## config.mk

```make
export PLATFORM = sky130hd
export DESIGN_NAME = asr_readout
export DESIGN_NICKNAME = d
export VERILOG_FILES = /design/src/rtl/asr_pkg.sv /design/src/rtl/asr_readout.sv
export SDC_FILE = /design/constraint.sdc
export NUM_CORES = 2
export LEC_CHECK = 0
export BUFFER_PORTS_ARGS = -buffer_cell sky130_fd_sc_hd__buf_2
export CORE_MARGIN = 2
export CORE_UTILIZATION = 55
export CTS_BUF_LIST = sky130_fd_sc_hd__clkbuf_4 sky130_fd_sc_hd__clkbuf_8 sky130_fd_sc_hd__clkbuf_16
export CTS_CLUSTER_DIAMETER = 40
export DETAILED_ROUTE_END_ITERATION = 8
export PLACE_DENSITY = 0.83
export SYNTH_ARGS = -nofsm -noshare
export SYNTH_HDL_FRONTEND = slang
export SYNTH_SLANG_ARGS = --single-unit
```

## constraint.sdc

```tcl
create_clock -name clk_sys -period 18.2 [get_ports clk_sys]
set_input_delay 0.91 -clock clk_sys [delete_from_list [all_inputs] [get_ports clk_sys]]
set_output_delay 0.91 -clock clk_sys [all_outputs]
set_load 0.01 [all_outputs]
```

## src/rtl/asr_pkg.sv

```systemverilog
// How it works
// RULE1 - Junction temperature reads as 16-bit unsigned, codes 0 to 32767 only.
// RULE2 - Temperature code tracks sensor calibration: about 100 at -40 C, 12000 at 160 C.
// RULE3 - Temperature-compensated X and Y readable as signed 16-bit registers.
// RULE4 - Angle-calculation X and Y include phase, gain and offset corrections.
// RULE5 - Computed angle reads as 16-bit unsigned, codes 0 to 32767 only.
// RULE6 - Output value register holds output drive code, 0 to 32767 only.
// RULE7 - Field magnitude is about 1.6 times root of X squared plus Y squared.
// RULE8 - Self tests fill a 16-bit diagnostic register; bits 15:6 and 2 reserved.
// RULE9 - Bit 5 set when running signal-processor self test fails.
// RULE10 - Bit 4 set when power-up memory self test fails.
// RULE11 - Bit 3 set when continuous program memory parity check fails.
// RULE12 - Bit 1 set while magnitude is above upper field threshold.
// RULE13 - Bit 0 set while magnitude is below lower field threshold.
// RULE14 - Programming rides on the output pin; no separate programming pin.
// RULE15 - Measurement registers are read-only; parameters come from programmable memory.
// RULE16 - Field range violation forces the output to the high clamp level.
// RULE17 - All diagnostic flags clear at power-up reset before self tests run.
package asr_pkg;
    localparam int              ASR_DATA_W       = 16;
    localparam int              ASR_ADDR_W       = 4;
    localparam int              ASR_ACC_W        = 19;
    localparam int              ASR_ITER         = 14;
    localparam int              ASR_GAIN_SHIFT   = 14;
    localparam int              ASR_PHASE_SHIFT  = 15;
    localparam int              ASR_MAG_SCALE    = 256;
    localparam int              ASR_SMAX         = 32767;
    localparam int              ASR_SMIN         = -32768;
    localparam int              ASR_UMAX         = 65535;
    localparam logic [15:0]     ASR_CODE_MASK    = 16'h7FFF;
    localparam logic [15:0]     ASR_CLAMP_HIGH   = 16'h7FFF;
    localparam logic [14:0]     ASR_ANGLE_HALF   = 15'h4000;

    // Register indices on the programming read path
    localparam logic [3:0]      ASR_IDX_TEMP     = 4'h0;
    localparam logic [3:0]      ASR_IDX_XCOMP    = 4'h1;
    localparam logic [3:0]      ASR_IDX_YCOMP    = 4'h2;
    localparam logic [3:0]      ASR_IDX_XANGLE   = 4'h3;
    localparam logic [3:0]      ASR_IDX_YANGLE   = 4'h4;
    localparam logic [3:0]      ASR_IDX_ANGLE    = 4'h5;
    localparam logic [3:0]      ASR_IDX_OUTPUT   = 4'h6;
    localparam logic [3:0]      ASR_IDX_MAG      = 4'h7;
    localparam logic [3:0]      ASR_IDX_FLAGS    = 4'h8;

    // Diagnostic bit positions
    localparam int              ASR_BIT_SM       = 5;
    localparam int              ASR_BIT_NVM      = 4;
    localparam int              ASR_BIT_ROM      = 3;
    localparam int              ASR_BIT_FIELD_TOO_HIGH_FLAG    = 1;
    localparam int              ASR_BIT_FIELD_TOO_LOW_FLAG    = 0;
    localparam logic [15:0]     ASR_FLAGS_RESET  = 16'h0000;

    // Arctangent of 2^-i, 32768 codes per full turn
    localparam logic [14:0]     ASR_ATAN [ASR_ITER] = '{
        15'h1000, 15'h0972, 15'h04FE, 15'h0289, 15'h0146, 15'h00A3, 15'h0051,
        15'h0029, 15'h0014, 15'h000A, 15'h0005, 15'h0003, 15'h0001, 15'h0001
    };

    typedef enum logic [1:0] {
        ASR_IDLE    = 2'b00,
        ASR_CORRECT = 2'b01,
        ASR_ROTATE  = 2'b11,
        ASR_FINISH  = 2'b10
    } asr_state_e;
endpackage : asr_pkg

```

## src/rtl/asr_readout.sv

```systemverilog
`timescale 1ns/10ps
module asr_readout #(
    parameter int ITER = asr_pkg::ASR_ITER
) (
    input  wire logic                                    clk_sys,
    input  wire logic                                    rst,
    input  wire logic                                    sampleValid,
    input  wire logic        [asr_pkg::ASR_DATA_W-1:0]   tempSample,
    input  wire logic signed [asr_pkg::ASR_DATA_W-1:0]   xSample,
    input  wire logic signed [asr_pkg::ASR_DATA_W-1:0]   ySample,
    input  wire logic signed [asr_pkg::ASR_DATA_W-1:0]   offsetX,
    input  wire logic signed [asr_pkg::ASR_DATA_W-1:0]   offsetY,
    input  wire logic signed [asr_pkg::ASR_DATA_W-1:0]   gainX,
    input  wire logic signed [asr_pkg::ASR_DATA_W-1:0]   gainY,
    input  wire logic signed [asr_pkg::ASR_DATA_W-1:0]   phaseCorr,
    input  wire logic        [14:0]                      angleZero,
    input  wire logic signed [7:0]                       lowerFieldThreshold,
    input  wire logic signed [7:0]                       upperFieldThreshold,
    input  wire logic                                    stateMachineTestFail,
    input  wire logic                                    nvmTestDone,
    input  wire logic                                    nvmTestFail,
    input  wire logic                                    romParityFail,
    input  wire logic                                    progActive,
    input  wire logic                                    progRdReq,
    input  wire logic        [asr_pkg::ASR_ADDR_W-1:0]   progRdAddr,
    output logic             [asr_pkg::ASR_DATA_W-1:0]   progRdData,
    output logic                                         progRdValid,
    output logic             [asr_pkg::ASR_DATA_W-1:0]   outDrive,
    output logic                                         outDriveEn,
    output logic                                         busy
);
    import asr_pkg::*;

    localparam int CNT_W = $clog2(ITER + 1);

    function automatic logic signed [15:0] sat16(input logic signed [35:0] v);
        if (v > 36'(ASR_SMAX)) begin
            return 16'sh7FFF;
        end else if (v < 36'(ASR_SMIN)) begin
            return 16'sh8000;
        end
        return v[15:0];
    endfunction : sat16

    asr_state_e                  state_q, state_d;
    logic        [15:0]          temp_q, temp_d;
    logic signed [15:0]          xComp_q, xComp_d;
    logic signed [15:0]          yComp_q, yComp_d;
    logic signed [15:0]          xAngle_q, xAngle_d;
    logic signed [15:0]          yAngle_q, yAngle_d;
    logic signed [ASR_ACC_W-1:0] cx_q, cx_d;
    logic signed [ASR_ACC_W-1:0] cy_q, cy_d;
    logic        [14:0]          cz_q, cz_d;
    logic        [CNT_W-1:0]     iter_q, iter_d;
    logic        [15:0]          angle_q, angle_d;
    logic        [15:0]          mag_q, mag_d;
    logic        [15:0]          outVal_q, outVal_d;
    logic                        smFail_q, smFail_d;
    logic                        nvmFail_q, nvmFail_d;
    logic                        romFail_q, romFail_d;
    logic                        field_too_high_flag_q, field_too_high_flag_d;
    logic                        field_too_low_flag_q, field_too_low_flag_d;
    logic        [15:0]          rdData_q, rdData_d;
    logic                        rdValid_q, rdValid_d;

    logic signed [16:0]          offX;
    logic signed [16:0]          offY;
    logic signed [35:0]          prodX;
    logic signed [35:0]          prodY;
    logic signed [15:0]          corrX;
    logic signed [15:0]          corrY;
    logic signed [ASR_ACC_W-1:0] shX;
    logic signed [ASR_ACC_W-1:0] shY;
    logic        [15:0]          ampSat;
    int                          lowLimit;
    int                          highLimit;
    logic                        tooHigh;
    logic                        tooLow;
    logic        [15:0]          flags;

    // Signal path: correction, then iterative vectoring rotation
    always_comb begin
        state_d   = state_q;
        temp_d    = temp_q;
        xComp_d   = xComp_q;
        yComp_d   = yComp_q;
        xAngle_d  = xAngle_q;
        yAngle_d  = yAngle_q;
        cx_d      = cx_q;
        cy_d      = cy_q;
        cz_d      = cz_q;
        iter_d    = iter_q;
        angle_d   = angle_q;
        mag_d     = mag_q;
        outVal_d  = outVal_q;
        field_too_high_flag_d   = field_too_high_flag_q;
        field_too_low_flag_d   = field_too_low_flag_q;

        offX  = 17'(xComp_q) + 17'(offsetX);
        offY  = 17'(yComp_q) + 17'(offsetY);
        prodX = (36'(offX) * 36'(gainX)) >>> ASR_GAIN_SHIFT;
        prodY = ((36'(offY) * 36'(gainY)) >>> ASR_GAIN_SHIFT)
              + ((36'(offX) * 36'(phaseCorr)) >>> ASR_PHASE_SHIFT);
        corrX = sat16(prodX); // see RULE4
        corrY = sat16(prodY); // see RULE4
        shX   = cx_q >>> iter_q;
        shY   = cy_q >>> iter_q;

        // Raw accumulator gain of the rotation is about 1.647, kept on purpose
        if (cx_q > ASR_ACC_W'(ASR_UMAX)) begin
            ampSat = 16'hFFFF; // see RULE7
        end else begin
            ampSat = cx_q[15:0]; // see RULE7
        end
        lowLimit  = (lowerFieldThreshold < 0) ? -int'(lowerFieldThreshold) * ASR_MAG_SCALE
                                               : int'(lowerFieldThreshold) * ASR_MAG_SCALE;
        highLimit = ASR_SMAX - int'(upperFieldThreshold) * ASR_MAG_SCALE;
        tooHigh   = int'(ampSat) > highLimit;
        tooLow    = int'(ampSat) < lowLimit;

        unique case (state_q)
            ASR_IDLE: begin
                if (sampleValid) begin
                    temp_d  = tempSample & ASR_CODE_MASK; // see RULE1, RULE2
                    xComp_d = xSample; // see RULE3
                    yComp_d = ySample; // see RULE3
                    state_d = ASR_CORRECT;
                end
            end
            ASR_CORRECT: begin
                xAngle_d = corrX; // see RULE4
                yAngle_d = corrY; // see RULE4
                // Left half plane folded over so the rotation converges
                if (corrX < 0) begin
                    cx_d = -ASR_ACC_W'(corrX);
                    cy_d = -ASR_ACC_W'(corrY);
                    cz_d = ASR_ANGLE_HALF;
                end else begin
                    cx_d = ASR_ACC_W'(corrX);
                    cy_d = ASR_ACC_W'(corrY);
                    cz_d = '0;
                end
                iter_d  = '0;
                state_d = ASR_ROTATE;
            end
            ASR_ROTATE: begin
                if (cy_q >= 0) begin
                    cx_d = cx_q + shY;
                    cy_d = cy_q - shX;
                    cz_d = cz_q + ASR_ATAN[iter_q];
                end else begin
                    cx_d = cx_q - shY;
                    cy_d = cy_q + shX;
                    cz_d = cz_q - ASR_ATAN[iter_q];
                end
                iter_d = iter_q + CNT_W'(1);
                if (iter_q == CNT_W'(ITER - 1)) begin
                    state_d = ASR_FINISH;
                end
            end
            ASR_FINISH: begin
                angle_d = {1'b0, cz_q}; // see RULE5
                mag_d   = ampSat; // see RULE7
                field_too_high_flag_d = tooHigh; // see RULE12
                field_too_low_flag_d = tooLow; // see RULE13
                if (tooHigh || tooLow) begin
                    outVal_d = ASR_CLAMP_HIGH; // see RULE16
                end else begin
                    outVal_d = {1'b0, cz_q + angleZero} & ASR_CODE_MASK; // see RULE6
                end
                state_d = ASR_IDLE;
            end
        endcase
    end

    always_ff @(posedge clk_sys or posedge rst) begin
        if (rst) begin
            state_q  <= ASR_IDLE;
            temp_q   <= '0;
            xComp_q  <= '0;
            yComp_q  <= '0;
            xAngle_q <= '0;
            yAngle_q <= '0;
            cx_q     <= '0;
            cy_q     <= '0;
            cz_q     <= '0;
            iter_q   <= '0;
            angle_q  <= '0;
            mag_q    <= '0;
            outVal_q <= '0;
            field_too_high_flag_q  <= 1'b0;
            field_too_low_flag_q  <= 1'b0;
        end else begin
            state_q  <= state_d;
            temp_q   <= temp_d;
            xComp_q  <= xComp_d;
            yComp_q  <= yComp_d;
            xAngle_q <= xAngle_d;
            yAngle_q <= yAngle_d;
            cx_q     <= cx_d;
            cy_q     <= cy_d;
            cz_q     <= cz_d;
            iter_q   <= iter_d;
            angle_q  <= angle_d;
            mag_q    <= mag_d;
            outVal_q <= outVal_d;
            field_too_high_flag_q  <= field_too_high_flag_d;
            field_too_low_flag_q  <= field_too_low_flag_d;
        end
    end

    // Self-test flags stick until the next power-up
    always_comb begin
        smFail_d  = smFail_q | stateMachineTestFail; // see RULE9
        nvmFail_d = nvmFail_q | (nvmTestDone & nvmTestFail); // see RULE10
        romFail_d = romFail_q | romParityFail; // see RULE11
    end

    always_ff @(posedge clk_sys or posedge rst) begin
        if (rst) begin
            smFail_q  <= ASR_FLAGS_RESET[ASR_BIT_SM]; // see RULE17
            nvmFail_q <= ASR_FLAGS_RESET[ASR_BIT_NVM]; // see RULE17
            romFail_q <= ASR_FLAGS_RESET[ASR_BIT_ROM]; // see RULE17
        end else begin
            smFail_q  <= smFail_d;
            nvmFail_q <= nvmFail_d;
            romFail_q <= romFail_d;
        end
    end

    // Read-only access; no write path exists into the measurement set
    always_comb begin
        flags                = ASR_FLAGS_RESET; // see RULE8
        flags[ASR_BIT_SM]    = smFail_q;
        flags[ASR_BIT_NVM]   = nvmFail_q;
        flags[ASR_BIT_ROM]   = romFail_q;
        flags[ASR_BIT_FIELD_TOO_HIGH_FLAG] = field_too_high_flag_q;
        flags[ASR_BIT_FIELD_TOO_LOW_FLAG] = field_too_low_flag_q;
        rdValid_d            = progRdReq;
        rdData_d             = rdData_q;
        if (progRdReq) begin
            unique case (progRdAddr) // see RULE15
                ASR_IDX_TEMP:   rdData_d = temp_q;
                ASR_IDX_XCOMP:  rdData_d = xComp_q;
                ASR_IDX_YCOMP:  rdData_d = yComp_q;
                ASR_IDX_XANGLE: rdData_d = xAngle_q;
                ASR_IDX_YANGLE: rdData_d = yAngle_q;
                ASR_IDX_ANGLE:  rdData_d = angle_q;
                ASR_IDX_OUTPUT: rdData_d = outVal_q;
                ASR_IDX_MAG:    rdData_d = mag_q;
                ASR_IDX_FLAGS:  rdData_d = flags;
                default:        rdData_d = '0;
            endcase
        end
    end

    always_ff @(posedge clk_sys or posedge rst) begin
        if (rst) begin
            rdData_q  <= '0;
            rdValid_q <= 1'b0;
        end else begin
            rdData_q  <= rdData_d;
            rdValid_q <= rdValid_d;
        end
    end

    assign progRdData  = rdData_q;
    assign progRdValid = rdValid_q;
    assign outDrive    = outVal_q;
    // Driver released while the station modulates the shared output pin
    assign outDriveEn  = ~progActive; // see RULE14
    assign busy        = (state_q != ASR_IDLE);
endmodule : asr_readout

```

**After elaboration in Yosys (flattened, before gate mapping)**

Memory sizes are Yosys's and may differ from the RTL's.
Cells that the tools add are included.

- Bits in registers: 207
- Memory bits (read-only): 240
- Input bits: 172
- Output and inout bits: 35
- Logic and storage cells: 108
- Memories kept: 1

Memories:

| memory | words | bits a word | rd ports | clocked after memory_dff | write ports | line | text |
|---|---|---|---|---|---|---|---|
| (no name shown) | 16 | 15 | 1 | 0 | 0 | asr_readout.sv:154 | `cz_d = cz_q - ASR_ATAN[iter_q];` |

- Add/sub/neg operators: 15
- Multipliers: 3
- Magnitude comparators: 11
- Eq/ne operators: 14
- Shifts and indexed selects: 2
- Multiplexer cells: 29
- Bitwise gates (word level): 6
- Reduce and logical (&&, ||, !) cells: 7

Operators with widths:

| kind | count |
|---|---|
| 16-bit case mux with 9 select lines | 1 |
| 16-bit two-way mux | 7 |
| 17-bit by 16-bit multiplier with 33-bit output | 3 |
| 19-bit two-way mux | 4 |
| 19-bit case mux with 2 select lines | 2 |
| 15-bit two-way mux | 5 |
| 19-bit adder | 2 |
| 16-bit negator with 19-bit output | 2 |
| 19-bit by 4-bit >>> shifter with 19-bit output | 2 |
| 19-bit subtractor | 2 |
| 16-bit by 16-bit adder with 17-bit output | 2 |
| 17-bit by 32-bit < comparator with 1-bit output | 1 |
| 32-bit two-way mux | 1 |
| 15-bit adder | 2 |
| 15-bit case mux with 2 select lines | 1 |
| 8-bit negator with 24-bit output | 1 |
| 19-bit by 18-bit adder with 20-bit output | 1 |
| 20-bit by 16-bit > comparator with 1-bit output (second input constant) | 1 |
| 20-bit by 16-bit < comparator with 1-bit output (second input constant) | 1 |
| 19-bit by 1-bit >= comparator with 1-bit output (second input constant) | 1 |
| 19-bit by 16-bit > comparator with 1-bit output (second input constant) | 1 |
| 19-bit by 17-bit > comparator with 1-bit output (second input constant) | 1 |
| 19-bit by 16-bit < comparator with 1-bit output (second input constant) | 1 |
| 17-bit > comparator | 1 |
| 26 further kinds | 41 |

**Longest topological paths before layout**

- Depth in word-level cells: 10
- Gate-level depth with buffers: 62
- Depth with buffers taken out: 58

**Least setup slack after synthesis**

No wires, ideal clock.

- Path type: input to register
- Start point: input offsetX[0] in the netlist's numbering
- End point: register cy_q[12]
- Library setup time: 0.082 ns
- Arrival: 12.845 ns
- Required time: 18.118 ns
- Path slack: 5.273 ns
- Stages: 58
- Path buffers: 4
- Cell sequence: ha_1 -> fa_1 -> a21o_1 -> a21oi_1 -> o21bai_1 -> a21oi_1 -> o21bai_1 -> a21oi_1 -> o21bai_1 -> a21oi_1 -> xnor2_1 -> clkbuf_1 -> nand2_1 -> fa_1 -> fa_1 -> inv_1 -> fa_1 -> inv_1 -> [22 not listed] -> and3_1 -> o32a_1 -> a31o_1 -> a21o_1 -> a31o_1 -> and3_1 -> a2111oi_2 -> o211ai_1 -> nand3_1 -> buf_2 -> o21ai_0 -> ha_1 -> clkbuf_1 -> nand2_1 -> inv_1 -> a221o_1 -> or3_1 -> a31oi_1

- Word-level cells in the longest chain between the ends: 10
- Elaborated cells on any way between the ends: 20
- Those cells by class: 3 x add/sub; 2 x mul; 5 x order compare; 10 x mux

RTL lines:

| element | line | text |
|---|---|---|
| from (decl) | asr_readout.sv:11 | `input wire logic signed [asr_pkg::ASR_DATA_W-1:0] offsetX,` |
| 16-bit by 16-bit adder with 17-bit output (*) | asr_readout.sv:99 | `offX = 17'(xComp_q) + 17'(offsetX);` |
| 17-bit by 16-bit multiplier with 33-bit output | asr_readout.sv:103 | `+ ((36'(offX) * 36'(phaseCorr)) >>> ASR_PHASE_SHIFT);` |
| 19-bit by 18-bit adder with 20-bit output | asr_readout.sv:103 |  |
| 20-bit by 16-bit < comparator with 1-bit output | asr_readout.sv:39 | `end else if (v < 36'(ASR_SMIN)) begin` |
| 1-bit two-way mux | asr_readout.sv:39 |  |
| 1-bit two-way mux | asr_readout.sv:37 | `if (v > 36'(ASR_SMAX)) begin` |
| 16-bit two-way mux | asr_readout.sv:42 | `return v[15:0];` |
| 16-bit negator with 19-bit output | asr_readout.sv:136 | `cy_d = -ASR_ACC_W'(corrY);` |
| 19-bit two-way mux (*) | asr_readout.sv:134 | `if (corrX < 0) begin` |
| 19-bit case mux with 2 select lines (*) | asr_readout.sv:121 | `unique case (state_q)` |
| to (signal assigned) | asr_readout.sv:201 | `cy_q <= cy_d;` |
| to (decl) | asr_readout.sv:52 | `logic signed [ASR_ACC_W-1:0] cy_q, cy_d;` |

Mark *: on every way between the ends. The rest lies on a longest branch, timed or not.
A chain may end at the register's enable or synchronous reset.

**Worst setup path after layout**

- Start point: register xComp_q[0]
- End point: register cy_q[8]

- Word-level cells in the longest chain between the ends: 10
- Elaborated cells on any way between the ends: 20
- Those cells by class: 3 x add/sub; 2 x mul; 5 x order compare; 10 x mux

RTL lines:

| element | line | text |
|---|---|---|
| from (decl) | asr_readout.sv:47 | `logic signed [15:0] xComp_q, xComp_d;` |
| from (signal assigned) | asr_readout.sv:196 | `xComp_q <= xComp_d;` |
| 16-bit by 16-bit adder with 17-bit output (*) | asr_readout.sv:99 |  |
| 17-bit by 16-bit multiplier with 33-bit output | asr_readout.sv:103 |  |
| 19-bit by 18-bit adder with 20-bit output | asr_readout.sv:103 |  |
| 20-bit by 16-bit < comparator with 1-bit output | asr_readout.sv:39 |  |
| 1-bit two-way mux | asr_readout.sv:39 |  |
| 1-bit two-way mux | asr_readout.sv:37 |  |
| 16-bit two-way mux | asr_readout.sv:42 |  |
| 16-bit negator with 19-bit output | asr_readout.sv:136 |  |
| 19-bit two-way mux (*) | asr_readout.sv:134 |  |
| 19-bit case mux with 2 select lines (*) | asr_readout.sv:121 |  |

Marked as above.

==> impl_metrics.ini <==
[outcome]
status = completed

[logic_synthesis]
yosys.area.top_type = fa_1
ys_seq_area_frac = 0.108
syn_area_um2 = 47900
yosysMostFrequentCell = inv_1
async_flop_share = 1.00
yosysWarningCount = 0
netlist_top_cells_area = fa_1 34%, dfrtp_1 11%, ha_1 10%
synth_nets = 6836
synth_area_per_cell_um2 = 8.77
synth_commonest_cells = 1,056 x inv_1, 821 x fa_1, 703 x nand2_1
synthXorXnorAreaFrac = 0.0420
yosys.area.top_type_share = 0.343
synth_top_family_by_area = adder cells
synth_compound_area_frac = 0.108
yosys.area_share.adder = 0.445
yosys.area_share.simple = 0.155
synth_cells = 5457
synth_seq_cells = 206
muxShareOfSynthArea = 0.0389
synth_cell_type_count = 97
synth-edff-count = 0
ys.flop_type = dfrtp_1

[layout]
fin_nets = 6872
layout-drive-gt1-share = 0.0839
final_util = 0.589
syn2layout_area_growth_pct = 6.51

[timing]
setup_viol = 0
hold_viol_final = 0
period_needed_ns = 14.69
rsz0062_at_grt = no
setup_tns_ns = 0
period_share = 0.807
fmax_ghz = 0.0681
slew_headroom = 0.261
clock-skew-final_ns = 0.0144
tightest_slew_ns = 1.11
report.final.slew_viol_count = 0

[clocking]
post_cts_resized = 0
cts_num_sinks = 206
root_buffer = clkbuf_16
cts_tree = done
numCtsBuffers = 29
htreeDepth = 1
post_cts_buffers = 0
ctsHoldBuffers = 0
cts.clk_slew.worst_paths_ns = 0.06
clock_latency_ns = 0.58
clk_path_buf_depth = 3

[critical_path]
r2r_setup_slack_ns = 3.51
cp-endpoint = cy_q[8]
crit_arrival_ns = 15.13
crit_slowest_cell = fa_1
crit_path_end_kind = flop
reg2reg_to = cy_q[8]
cp-start-kind = flop
reg2reg_depth = 57
cpMostUsedCell = a21oi_1
crit_required_ns = 18.64
startpoint = xComp_q[0]
slowest_delay_ns = 0.54
path_max_fanout = 33
r2r-start = xComp_q[0]
path_class = flop to flop

[floorplan]
fp.dieW_um = 299
core_um2 = 86500
ios = 207
die_area_um2 = 89400
initial_utilization = 0.553
rows = 108
die_h_um = 299

[drt]
vias_per_cell = 5.83
drt_iter0_markers = 3557
drtPass1Iterations = 6
routedWlPerCell_um = 19.7
drcViolationCount = 0
vias = 38957
postRouteAntennaNets = 0
routed_wl_um = 132000

[flow_run]
drv_cap = 0

[global_route]
grt_max_degree = 81
grt_pass1_vias = 41263
grt_usage = 0.302
antenna_found_initial = 12
overflow = 0
grt_pass1_wl_um = 216000

[worst_hold_path]
hold_class = input pin to async pin

[placement]
io_buffers = 204
gp_congestion = 0.966
dp_hpwl_um = 104000
-- registers in the layout (all words and copies together) (netlist names), 2 cells and up --
register / cells
xAngle_q: 16
xComp_q: 16
iter_q: 4
progRdData: 16
cy_q: 19
cx_q: 19
yComp_q: 16
yAngle_q: 16
state_q: 2
outDrive: 15
angle_q: 15
cz_q: 15
temp_q: 15
mag_q: 16
-- worst max-delay path, delay by kind of cell (launching register included) --
family | cells | cell delay [ns]
xor+xnor | 3 | 0.72
flops | 1 | 0.45
compound gates | 29 | 6.29
buf+inv | 4 | 0.57
simple gates | 9 | 1.51
fa+ha+maj | 11 | 4.85
mux | 1 | 0.13
-- routing by layer --
metal	global-route usage	wire length, um
met1	0.392	50600
met2	0.505	63300
met3	0.0471	11400
met4	0.126	6270
met5	0	73
-- how the worst min path moves through the flow --
stage | slack [ns] | cells after the start | endpoint
floorplan | 0.43 | 1 | nvmFail_q
global placement | 0.45 | 1 | nvmFail_q
detailed placement | 0.45 | 1 | nvmFail_q
CTS | 0.43 | 2 | smFail_q
global route | 0.45 | 2 | smFail_q
finish | 0.40 | 2 | smFail_q
-- layout make-up --
| cell class | instances | area [um^2] |
|---|---|---|
| Antenna cell | 6 | 15.0 |
| Multi-Input combinational cell | 3944 | 38000 |
| Clock buffer | 32 | 761 |
| Inverter | 1059 | 3980 |
| Sequential cell | 206 | 5160 |
| Fill cell | 7186 | 35500 |
| Timing Repair Buffer | 253 | 1390 |
| Tap cell | 1155 | 1450 |
| Clock inverter | 22 | 250 |
-- placed cells by master (no fill, tap or decap), types with 53 or more instances in the layout --
cell type | synthesis | final
nor3_1 | 56 | 54
fa_1 | 821 | 821
buf_2 | 12 | 204
mux2i_1 | 53 | 53
dfrtp_1 | 206 | 205
xor2_1 | 61 | 59
mux2_2 | 72 | 72
o21ai_0 | 199 | 199
xnor2_1 | 164 | 142
and2_1 | 345 | 345
nor2_1 | 207 | 205
nand2_1 | 703 | 702
a21oi_1 | 195 | 195
a21o_1 | 57 | 57
inv_1 | 1056 | 1055
ha_1 | 386 | 386
-- through the flow --
step	cells	area [um^2]	setup slack [ns]	hold WS (ns)
2_1_floorplan	5457	47900	5.27	0.428
3_3_place_gp	6617	49900	3.44	0.445
3_5_place_dp	6617	49900	3.11	0.449
4_1_cts	6671	51000	3.68	0.430
5_1_grt	6674	51000	2.34	0.447
6_report	6677	51000	3.51	0.398
-- cell families (layout without fill, tap and decap cells) --
family	count (synthesis)	in the layout
AOI/OAI and AO/OA	796	796
xor gates and xnor gates	227	227
adders and majority gates	1209	1209
buffers and inverters	1307	1366
DFF	206	206
muxes	148	148
other	1	7
and+or+nand+nor	1563	1563
Power is not shown: default switching activity piles up to over one toggle a cycle in this logic, so the estimate is an artifact.
